$ cat src/include/ssd_regs.svh
// Purpose: Timing counts and input bit positions for the safety sensor diagnostics block.
// Assumes: One clock of 125 MHz; all slow intervals are counted in 1 ms ticks.
// Notes:   Definitions only; included by bare name.
`ifndef SSD_REGS_SVH
`define SSD_REGS_SVH

// Clock and timebase.
`define SSD_CLK_PERIOD_NS   8
`define SSD_TICK_NS         1000000
`define SSD_TICK_CYCLES     (`SSD_TICK_NS / `SSD_CLK_PERIOD_NS)

// Diagnostic square wave in the limit area.
`define SSD_DIAG_SQ_HZ      2
`define SSD_SQ_HALF_MS      (1000 / (2 * `SSD_DIAG_SQ_HZ))

// Fault delays.
`define SSD_DIAG_DELAY_S    10
`define SSD_DIAG_DELAY_MS   (`SSD_DIAG_DELAY_S * 1000)
`define SSD_SAFE_DELAY_MIN  1
`define SSD_SAFE_DELAY_MS   (`SSD_SAFE_DELAY_MIN * 60000)
`define SSD_ANALYSIS_MS     500

// Red flash code timing.
`define SSD_FLASH_ON_MS     200
`define SSD_FLASH_OFF_MS    200
`define SSD_FLASH_PAUSE_MS  1000

// Self-test dropout repeats at this interval and lasts one tick.
`define SSD_SELFTEST_MS     1000

// Bit positions in the synchronised input vector.
`define SSD_IN_WITHIN_ON    0
`define SSD_IN_WITHIN_OFF   1
`define SSD_IN_AT_LIMIT     2
`define SSD_IN_FLT_CH_A     3
`define SSD_IN_FLT_CH_B     4
`define SSD_IN_FLT_SHORT    5
`define SSD_IN_FLT_TEMP     6
`define SSD_IN_FLT_ACT      7
`define SSD_IN_FLT_INT      8
`define SSD_IN_WIDTH        9

`endif

$ cat src/include/ssd_pkg.sv
// Purpose: Types shared by the safety sensor diagnostics block.
// Assumes: Nothing beyond SystemVerilog packages.
// Notes:   States are one-hot.
`default_nettype none
package ssd_pkg;

   typedef enum logic [5:0] {
      SSD_IDLE     = 6'h01,
      SSD_ACT      = 6'h02,
      SSD_LIMIT    = 6'h04,
      SSD_ANALYSE  = 6'h08,
      SSD_CODE     = 6'h10,
      SSD_INTERNAL = 6'h20
   } ssd_state_type;

endpackage
`default_nettype wire

$ cat src/rtl/ssd_flasher.sv
// Purpose: Repeating group of equal red pulses followed by a longer dark pause.
// Assumes: tick is a one-cycle pulse every 1 ms; code is 1 to 5 and stable while enabled.
// Notes:   Restarts from a dark state whenever enable drops.
`timescale 1ns/100ps
`default_nettype none
`include "ssd_regs.svh"
module ssd_flasher
   import ssd_pkg::*;
(
   input  wire logic       core_clk,
   input  wire logic       arst_n,
   input  wire logic       tick,
   input  wire logic       enable,
   input  wire logic [2:0] code,
   output var  logic       lit_ff
);

   logic [2:0]  pulse_ff;
   logic [2:0]  nxt_pulse;
   logic [10:0] cnt_ff;
   logic [10:0] nxt_cnt;
   logic        pause_ff;
   logic        nxt_pause;
   logic        nxt_lit;

   // Pulse sequencer; the long pause keeps groups apart so the count can be read.
   always_comb begin
      nxt_pulse = pulse_ff;
      nxt_cnt   = cnt_ff;
      nxt_pause = pause_ff;
      nxt_lit   = lit_ff;
      if (!enable) begin
         nxt_pulse = 3'h0;
         nxt_cnt   = 11'h000;
         nxt_pause = 1'b0;
         nxt_lit   = 1'b0;
      end else if (tick) begin
         if (cnt_ff != 11'h000) begin
            nxt_cnt = cnt_ff - 11'h001;
         end else if (pause_ff || pulse_ff == 3'h0) begin
            nxt_lit   = 1'b1;
            nxt_pulse = 3'h1;
            nxt_pause = 1'b0;
            // The tick that finds the count at zero ends the phase, so each load is one short.
            nxt_cnt   = 11'(`SSD_FLASH_ON_MS - 1);
         end else if (lit_ff) begin
            nxt_lit = 1'b0;
            if (pulse_ff >= code) begin
               nxt_pause = 1'b1;
               nxt_cnt   = 11'(`SSD_FLASH_PAUSE_MS - 1);
            end else begin
               nxt_cnt = 11'(`SSD_FLASH_OFF_MS - 1);
            end
         end else begin
            nxt_lit   = 1'b1;
            nxt_pulse = pulse_ff + 3'h1;
            nxt_cnt   = 11'(`SSD_FLASH_ON_MS - 1);
         end
      end
   end

   // State registers.
   always_ff @(posedge core_clk or negedge arst_n) begin
      if (!arst_n) begin
         pulse_ff <= 3'h0;
         cnt_ff   <= 11'h000;
         pause_ff <= 1'b0;
         lit_ff   <= 1'b0;
      end else begin
         pulse_ff <= nxt_pulse;
         cnt_ff   <= nxt_cnt;
         pause_ff <= nxt_pause;
         lit_ff   <= nxt_lit;
      end
   end

endmodule
`default_nettype wire

$ cat src/rtl/ssd_top.sv
// Purpose: Indicator, diagnostic output and safety channels of a non-contact safety sensor.
// Assumes: Sensing front end and fault detectors deliver asynchronous levels, active high.
// Notes:   All slow intervals run on a 1 ms tick; long counts are parameters.
`timescale 1ns/100ps
`default_nettype none
`include "ssd_regs.svh"
// What this block does
// - Actuator absent, no fault: steady green, diagnostic low, both channels off.
// - Actuator detected in range: steady yellow, both channels on, diagnostic high.
// - Actuator near switching limit: yellow flashes, both channels stay on.
// - Limit area drives diagnostic as a 2 Hz square wave.
// - A flash-coded fault first shows steady red for analysis, then a red flash code.
// - Flashes one to five name the fault; internal error is continuous red.
// - Flash-coded faults keep channels on until persisting one minute.
// - Any fault drops the diagnostic output ten seconds after it arises.
// - Internal error switches both channels off at once.
// - Periodic self-test dropouts of at most 1 ms; monitor ignores them.
// - Detection has hysteresis: on at switch-on point, off beyond switch-off point.
module ssd_top
   import ssd_pkg::*;
#(
   parameter int unsigned TICK_CYCLES   = `SSD_TICK_CYCLES,
   parameter int unsigned DIAG_DELAY_MS = `SSD_DIAG_DELAY_MS,
   parameter int unsigned SAFE_DELAY_MS = `SSD_SAFE_DELAY_MS
)
(
   input  wire logic core_clk,
   input  wire logic arst_n,
   input  wire logic act_within_on,
   input  wire logic act_within_off,
   input  wire logic act_at_limit,
   input  wire logic flt_ch_a,
   input  wire logic flt_ch_b,
   input  wire logic flt_short,
   input  wire logic flt_temp,
   input  wire logic flt_actuator,
   input  wire logic flt_internal,
   output var  logic led_green_ff,
   output var  logic led_yellow_ff,
   output var  logic led_red_ff,
   output var  logic diag_out_ff,
   output var  logic safety_out_a_ff,
   output var  logic safety_out_b_ff
);

   logic [`SSD_IN_WIDTH-1:0] meta_ff;
   logic [`SSD_IN_WIDTH-1:0] in_ff;
   logic [16:0]              tick_cnt_ff;
   logic [16:0]              nxt_tick_cnt;
   logic                     tick_ff;
   logic                     nxt_tick;
   logic [7:0]               sq_cnt_ff;
   logic [7:0]               nxt_sq_cnt;
   logic                     sq_ff;
   logic                     nxt_sq;
   logic [9:0]               st_cnt_ff;
   logic [9:0]               nxt_st_cnt;
   logic                     drop_ff;
   logic                     nxt_drop;
   logic [15:0]              age_ff;
   logic [15:0]              nxt_age;
   logic                     presence_ff;
   logic                     nxt_presence;
   ssd_state_type            state_ff;
   ssd_state_type            nxt_state;
   logic                     any_fault;
   logic                     coded_fault;
   logic [2:0]               fault_code;
   logic                     flash_lit;
   logic                     safe_en;
   logic                     nxt_green;
   logic                     nxt_yellow;
   logic                     nxt_red;
   logic                     nxt_diag;

   // Lowest flash count wins when several coded faults are present at once.
   function automatic logic [2:0] ssd_encode(input logic [`SSD_IN_WIDTH-1:0] v);
      logic [2:0] c;
      c = 3'h0;
      if (v[`SSD_IN_FLT_ACT]) c = 3'h5;
      if (v[`SSD_IN_FLT_TEMP]) c = 3'h4;
      if (v[`SSD_IN_FLT_SHORT]) c = 3'h3;
      if (v[`SSD_IN_FLT_CH_B]) c = 3'h2;
      if (v[`SSD_IN_FLT_CH_A]) c = 3'h1;
      return c;
   endfunction

   // Two-stage synchroniser for all sensing and fault levels.
   always_ff @(posedge core_clk or negedge arst_n) begin
      if (!arst_n) begin
         meta_ff <= '0;
         in_ff   <= '0;
      end else begin
         meta_ff <= {flt_internal, flt_actuator, flt_temp, flt_short, flt_ch_b,
                     flt_ch_a, act_at_limit, act_within_off, act_within_on};
         in_ff   <= meta_ff;
      end
   end

   assign fault_code  = ssd_encode(in_ff);
   assign coded_fault = (fault_code != 3'h0);
   assign any_fault   = coded_fault | in_ff[`SSD_IN_FLT_INT];

   // Timebase, 2 Hz square wave, self-test schedule and fault age.
   always_comb begin
      nxt_tick     = 1'b0;
      nxt_tick_cnt = tick_cnt_ff + 17'h00001;
      if (tick_cnt_ff == 17'(TICK_CYCLES - 1)) begin
         nxt_tick_cnt = 17'h00000;
         nxt_tick     = 1'b1;
      end
      nxt_sq_cnt = sq_cnt_ff;
      nxt_sq     = sq_ff;
      nxt_st_cnt = st_cnt_ff;
      nxt_drop   = drop_ff;
      nxt_age    = age_ff;
      if (tick_ff) begin
         nxt_sq_cnt = sq_cnt_ff + 8'h01;
         if (sq_cnt_ff == 8'(`SSD_SQ_HALF_MS - 1)) begin
            nxt_sq_cnt = 8'h00;
            nxt_sq     = ~sq_ff;
         end
         // The dropout spans exactly one tick, so it never exceeds 1 ms.
         nxt_st_cnt = st_cnt_ff + 10'h001;
         nxt_drop   = 1'b0;
         if (st_cnt_ff == 10'(`SSD_SELFTEST_MS - 1)) begin
            nxt_st_cnt = 10'h000;
            nxt_drop   = 1'b1;
         end
         if (age_ff != 16'hffff) begin
            nxt_age = age_ff + 16'h0001;
         end
      end
      if (!any_fault) begin
         nxt_age = 16'h0000;
      end
   end

   always_ff @(posedge core_clk or negedge arst_n) begin
      if (!arst_n) begin
         tick_cnt_ff <= 17'h00000;
         tick_ff     <= 1'b0;
         sq_cnt_ff   <= 8'h00;
         sq_ff       <= 1'b0;
         st_cnt_ff   <= 10'h000;
         drop_ff     <= 1'b0;
         age_ff      <= 16'h0000;
      end else begin
         tick_cnt_ff <= nxt_tick_cnt;
         tick_ff     <= nxt_tick;
         sq_cnt_ff   <= nxt_sq_cnt;
         sq_ff       <= nxt_sq;
         st_cnt_ff   <= nxt_st_cnt;
         drop_ff     <= nxt_drop;
         age_ff      <= nxt_age;
      end
   end

   // Presence with hysteresis: set inside switch-on, cleared only beyond switch-off.
   // Operating state follows presence, limit and fault inputs; internal error outranks all.
   always_comb begin
      nxt_presence = presence_ff;
      if (in_ff[`SSD_IN_WITHIN_ON]) begin
         nxt_presence = 1'b1;
      end else if (!in_ff[`SSD_IN_WITHIN_OFF]) begin
         nxt_presence = 1'b0;
      end
      case (state_ff)
         SSD_ANALYSE: begin
            nxt_state = (age_ff >= 16'(`SSD_ANALYSIS_MS)) ? SSD_CODE : SSD_ANALYSE;
         end
         SSD_CODE: begin
            nxt_state = SSD_CODE;
         end
         default: begin
            nxt_state = state_ff;
         end
      endcase
      if (in_ff[`SSD_IN_FLT_INT]) begin
         nxt_state = SSD_INTERNAL;
      end else if (coded_fault) begin
         if (state_ff != SSD_CODE && state_ff != SSD_ANALYSE) begin
            nxt_state = SSD_ANALYSE;
         end
      end else if (!presence_ff) begin
         nxt_state = SSD_IDLE;
      end else if (in_ff[`SSD_IN_AT_LIMIT]) begin
         nxt_state = SSD_LIMIT;
      end else begin
         nxt_state = SSD_ACT;
      end
   end

   always_ff @(posedge core_clk or negedge arst_n) begin
      if (!arst_n) begin
         presence_ff <= 1'b0;
         state_ff    <= SSD_IDLE;
      end else begin
         presence_ff <= nxt_presence;
         state_ff    <= nxt_state;
      end
   end

   ssd_flasher ssd_flasher_inst (
      .core_clk (core_clk),
      .arst_n   (arst_n),
      .tick     (tick_ff),
      .enable   (state_ff == SSD_CODE),
      .code     (fault_code),
      .lit_ff   (flash_lit)
   );

   // Output decode. The self-test dropout overrides every enabled channel state.
   always_comb begin
      nxt_green  = 1'b0;
      nxt_yellow = 1'b0;
      nxt_red    = 1'b0;
      nxt_diag   = 1'b0;
      safe_en    = 1'b0;
      case (state_ff)
         SSD_IDLE: begin
            nxt_green = 1'b1;
         end
         SSD_ACT: begin
            nxt_yellow = 1'b1;
            nxt_diag   = 1'b1;
            safe_en    = 1'b1;
         end
         SSD_LIMIT: begin
            nxt_yellow = sq_ff;
            nxt_diag   = sq_ff;
            safe_en    = 1'b1;
         end
         SSD_ANALYSE, SSD_CODE: begin
            nxt_red  = (state_ff == SSD_ANALYSE) | flash_lit;
            nxt_diag = presence_ff & (age_ff < 16'(DIAG_DELAY_MS));
            safe_en  = presence_ff & (age_ff < 16'(SAFE_DELAY_MS));
         end
         SSD_INTERNAL: begin
            nxt_red  = 1'b1;
            nxt_diag = presence_ff & (age_ff < 16'(DIAG_DELAY_MS));
            safe_en  = 1'b0;
         end
         default: begin
            nxt_green = 1'b0;
         end
      endcase
   end

   // Both channels switch together; short recognition stays inside this block.
   always_ff @(posedge core_clk or negedge arst_n) begin
      if (!arst_n) begin
         led_green_ff    <= 1'b0;
         led_yellow_ff   <= 1'b0;
         led_red_ff      <= 1'b0;
         diag_out_ff     <= 1'b0;
         safety_out_a_ff <= 1'b0;
         safety_out_b_ff <= 1'b0;
      end else begin
         led_green_ff    <= nxt_green;
         led_yellow_ff   <= nxt_yellow;
         led_red_ff      <= nxt_red;
         diag_out_ff     <= nxt_diag;
         safety_out_a_ff <= safe_en & ~drop_ff;
         safety_out_b_ff <= safe_en & ~drop_ff;
      end
   end
endmodule
`default_nettype wire

$ cat config.mk
export PLATFORM = sky130hd
export DESIGN_NAME = ssd_top
export DESIGN_NICKNAME = d
export VERILOG_FILES = /design/src/include/ssd_pkg.sv /design/src/rtl/ssd_flasher.sv /design/src/rtl/ssd_top.sv
export VERILOG_INCLUDE_DIRS = /design/src /design/src/include
export SDC_FILE = /design/constraint.sdc
export NUM_CORES = 1
export LEC_CHECK = 0
export BUFFER_PORTS_ARGS = -buffer_cell sky130_fd_sc_hd__buf_2
export CAP_MARGIN = 20
export CELL_PAD_IN_SITES_DETAIL_PLACEMENT = 0
export CELL_PAD_IN_SITES_GLOBAL_PLACEMENT = 1
export CORE_MARGIN = 2
export CORE_UTILIZATION = 25
export CTS_CLUSTER_SIZE = 16
export DETAILED_ROUTE_END_ITERATION = 12
export MAX_ROUTING_LAYER = met4
export PLACE_DENSITY_LB_ADDON = 0.1
export SLEW_MARGIN = 40
export SYNTH_ARGS = -nofsm -noshare
export SYNTH_HDL_FRONTEND = slang
export SYNTH_SLANG_ARGS = --single-unit
export TNS_END_PERCENT = 1
$ cat constraint.sdc
create_clock -name core_clk -period 1.9 [get_ports core_clk]
set_input_delay 0.285 -clock core_clk [delete_from_list [all_inputs] [get_ports core_clk]]
set_output_delay 0.285 -clock core_clk [all_outputs]
set_load 0.02 [all_outputs]
==> results.json <==
{
  "yosysTopAreaCell": "dfrtp_1",
  "synth_common_cells": "dfrtp_1 (99), nor2_1 (43), nand2_1 (32)",
  "synth_compound_area_share_pct": 10.5,
  "worstSetupPathType": "reg2reg",
  "ir_worst_vdd_uv": 378,
  "ys_seq_area_share_pct": 53.2,
  "yosysMostFrequentCell": "dfrtp_1",
  "die_w_um": 141,
  "cts_sinks": 100,
  "tns_ps": 0,
  "synth_top_area_share_pct": 52.7,
  "cts_tree": "done",
  "rsz0062_at_grt": "yes",
  "fin_crit_sh_pct": 99.6,
  "clockRootBuffer": "clkbuf_16",
  "sw_frac_of_total_pct": 23.5,
  "p_clk_share_pct": 46.1,
  "ys_ff_latch": 100,
  "hold_path_end": "meta_ff[5]",
  "synth-edff-count": 0,
  "drt_pass1_iterations": 5,
  "synth_top_family_by_area": "simple AND/OR/NAND/NOR gates",
  "floorplan.initialDensity_pct": 25.3,
  "setup_viol": 0,
  "pwr-share-comb_pct": 3.0,
  "hpwl_mm": 7.37,
  "grt_use_total_pct": 12.0,
  "cp_cell_sequence": "inv_2, ha_4, nor2b_4, or3b_4, o31ai_2, buf_4, a31oi_1, a211oi_1",
  "rr_endpoint": "ssd_flasher_inst.cnt_ff[9]",
  "synthXorXnorAreaFrac_pct": 6.70,
  "p_switching_w": 0.00100,
  "wire_per_inst_um": 14.0,
  "intPower_w": 0.00327,
  "hold_ws_ps": 28.2,
  "crit_path_start_kind": "flip-flop",
  "min_path_type": "in2reg",
  "finalHoldViolations": 0,
  "critPathLaunch": "ssd_flasher_inst.pulse_ff[0]",
  "synth_area_mm2": 0.00470,
  "drtAntennaViolNets": 0,
  "yosys_warnings": 0,
  "drt_iter0_drc": 166,
  "syn-num-nets": 478,
  "cp_num_buf_inv": 2,
  "synthFlopType": "dfrtp_1",
  "num_rows": 50,
  "grt_pass1_vias": 3543,
  "grt_pass1_wl_mm": 18.4,
  "rr_worst_depth": 8,
  "routed_wirelength_mm": 10.5,
  "overflow": 0,
  "clk_pin_slew_worst_paths_ps": 80,
  "slew_headroom_pct": 60.6,
  "seq_power_share_pct": 50.9,
  "syn_area_per_cell_um2": 10.3,
  "crit_path_max_incr_delay_ps": 420,
  "fillers": 1905,
  "power_density_mw_per_mm2": 736,
  "worstHoldPathCells": 1,
  "worst_pin_slew_ps": 589,
  "worstPathArrival_ps": 2150,
  "route.detailed.drc": 0,
  "die_area_mm2": 0.0199,
  "area_delta_synth_final_pct": 23.2,
  "cts_buffers": 9,
  "fin_nets": 533,
  "synth.distinct_cells": 53,
  "synth_area_leaders": "dfrtp_1 (53%), xnor2_1 (4.7%), nor2_1 (3.4%)",
  "maxCapViolations": 0,
  "via_per_inst": 4.58,
  "rrSetupSlack_ps": 7,
  "clk_latency_ps": 360,
  "finClkSkew_ps": 8.24,
  "cp_slowest_cell": "or3b_4",
  "r2r-start": "ssd_flasher_inst.pulse_ff[0]",
  "postSynthCellCount": 455,
  "synth.area.mux_share_pct": 0.426,
  "clockBufferDepth": 2,
  "layout-drive-gt1-share_pct": 19.2,
  "fin_util_pct": 31.2,
  "htree_levels": 3,
  "post-place-ws_ps": -52.4,
  "worstPathMaxFanout": 4,
  "totalPowerFinal_w": 0.00427,
  "cp_top_family": "simple AND/OR/NAND/NOR gates",
  "max_freq_mhz": 528,
  "via_count": 3433,
  "io_pins": 17,
  "antenna_cells": 0,
  "status": "complete, no violations",
  "holdCritStartpoint": "flt_short",
  "antenna_found_initial": 0,
  "numPortBuffers": 16,
  "core-area_mm2": 0.0186,
  "required_ps": 2160,
  "fin_ws_ps": 7.20,
  "place_congestion": 0.782,
  "power_leakage_nw": 2.52,
  "endpoint_kind": "flip-flop",
  "grt_max_degree": 39,
  "min_period_ps": 1890,
  "synthAdderAreaFrac_pct": 3.19,
  "yosys.area_share.simple_pct": 23.9,
  "slew_viol_final": 0,
  "synthArstFlopShare_pct": 100,
  "die_y_um": 141
}
[layout by cell type (no fill, tap or decap), drive strengths merged, types with 2 or more instances in the layout]
cell | Yosys | routed
and3 | 11 | 11
mux2i | 2 | 2
buf | 5 | 55
a22oi | 2 | 2
or3 | 4 | 4
o31ai | 2 | 2
o21bai | 3 | 3
dfrtp | 99 | 99
nor3 | 25 | 25
nand2b | 9 | 9
o22ai | 2 | 2
xor2 | 11 | 11
and4 | 9 | 9
a211oi | 7 | 7
nor3b | 4 | 4
nor4b | 3 | 3
inv | 13 | 18
clkbuf | 7 | 9
nor2 | 43 | 43
nand2 | 32 | 32
ha | 12 | 12
nand4 | 11 | 11
o41ai | 2 | 2
or4 | 4 | 4
a21oi | 24 | 24
nand3 | 22 | 22
a31oi | 4 | 4
a21o | 7 | 7
and2 | 3 | 3
nor4 | 11 | 11
nor2b | 6 | 6
xnor2 | 25 | 25
nand3b | 2 | 2
o21ai | 16 | 16
[registers in the layout, indices dropped and copies added (netlist names), 3 cells and up]
register,count
ssd_flasher_inst.pulse_ff,3
ssd_flasher_inst.cnt_ff,11
state_ff,6
meta_ff,9
in_ff,9
sq_cnt_ff,8
tick_cnt_ff,17
age_ff,16
st_cnt_ff,10
[power groups by stage]
stage               Sequential, W  Clock (W)  Combinational, W
floorplan                 0.00222          0         0.0000304
finish                    0.00217    0.00197          0.000128
CTS                       0.00217    0.00207          0.000126
global placement          0.00221          0          0.000122
global route              0.00218    0.00216          0.000149
detailed placement        0.00221          0          0.000123
[metrics by stage]
stage,std cells,instance area [um^2]
6_report,749,5790
5_1_grt,749,5790
4_1_cts,746,5670
3_5_place_dp,729,5340
3_3_place_gp,729,5340
2_1_floorplan,455,4700
[what timing repair did]
action	in CTS	in global routing
endpoints found under the setup margin	2	11
hold endpoints to repair	25	0
pin swaps	2	9
hold buffers	1	0
gates resized for setup	2	24
buffers inserted	0	3
[cell type report]
type	count	area (um^2)	area share, %
Sequential cell	100	2500	43.2
Clock buffer	9	225	3.89
Tap cell	234	293	5.05
Inverter	13	48.8	0.842
Timing Repair Buffer	56	423	7.30
Clock inverter	7	90.1	1.55
Multi-Input combinational cell	330	2210	38.1
[layer usage]
metal	GRT usage [%]	wire length [um]	up-vias
li1	-	-	1744
met1	15.9	5260	1648
met2	17.8	4730	30
met3	2.79	255	11
met4	4.47	212	0
met5	-	0	-
[worst max-delay path by stage]
stage                                 end  slack [ps]  cells after the start
4_1_cts        ssd_flasher_inst.cnt_ff[9]           5                      9
3_5_place_dp   ssd_flasher_inst.cnt_ff[9]         -50                      8
6_report       ssd_flasher_inst.cnt_ff[9]           7                      8
5_1_grt        ssd_flasher_inst.cnt_ff[9]         -80                      8
2_1_floorplan  ssd_flasher_inst.cnt_ff[9]           5                      7
3_3_place_gp   ssd_flasher_inst.cnt_ff[9]         -30                      8
[cells by family after synthesis]
family	count (synthesis)
AND/OR/NAND/NOR	202
flip-flops	100
buffers and inverters	25
XOR/XNOR	36
adder cells (fa/ha/maj)	12
AO/OA/AOI/OAI	78
multiplexers	2
[worst reg2reg max path, cell delays in order, from the launching register on]
cell and delay (ps):
dfrtp_1 360, inv_2 60, ha_4 150, nor2b_4 120, or3b_4 420, o31ai_2 230, buf_4 160, a31oi_1 80
a211oi_1 220
No activity file was read; power rests on OpenSTA's default activity.
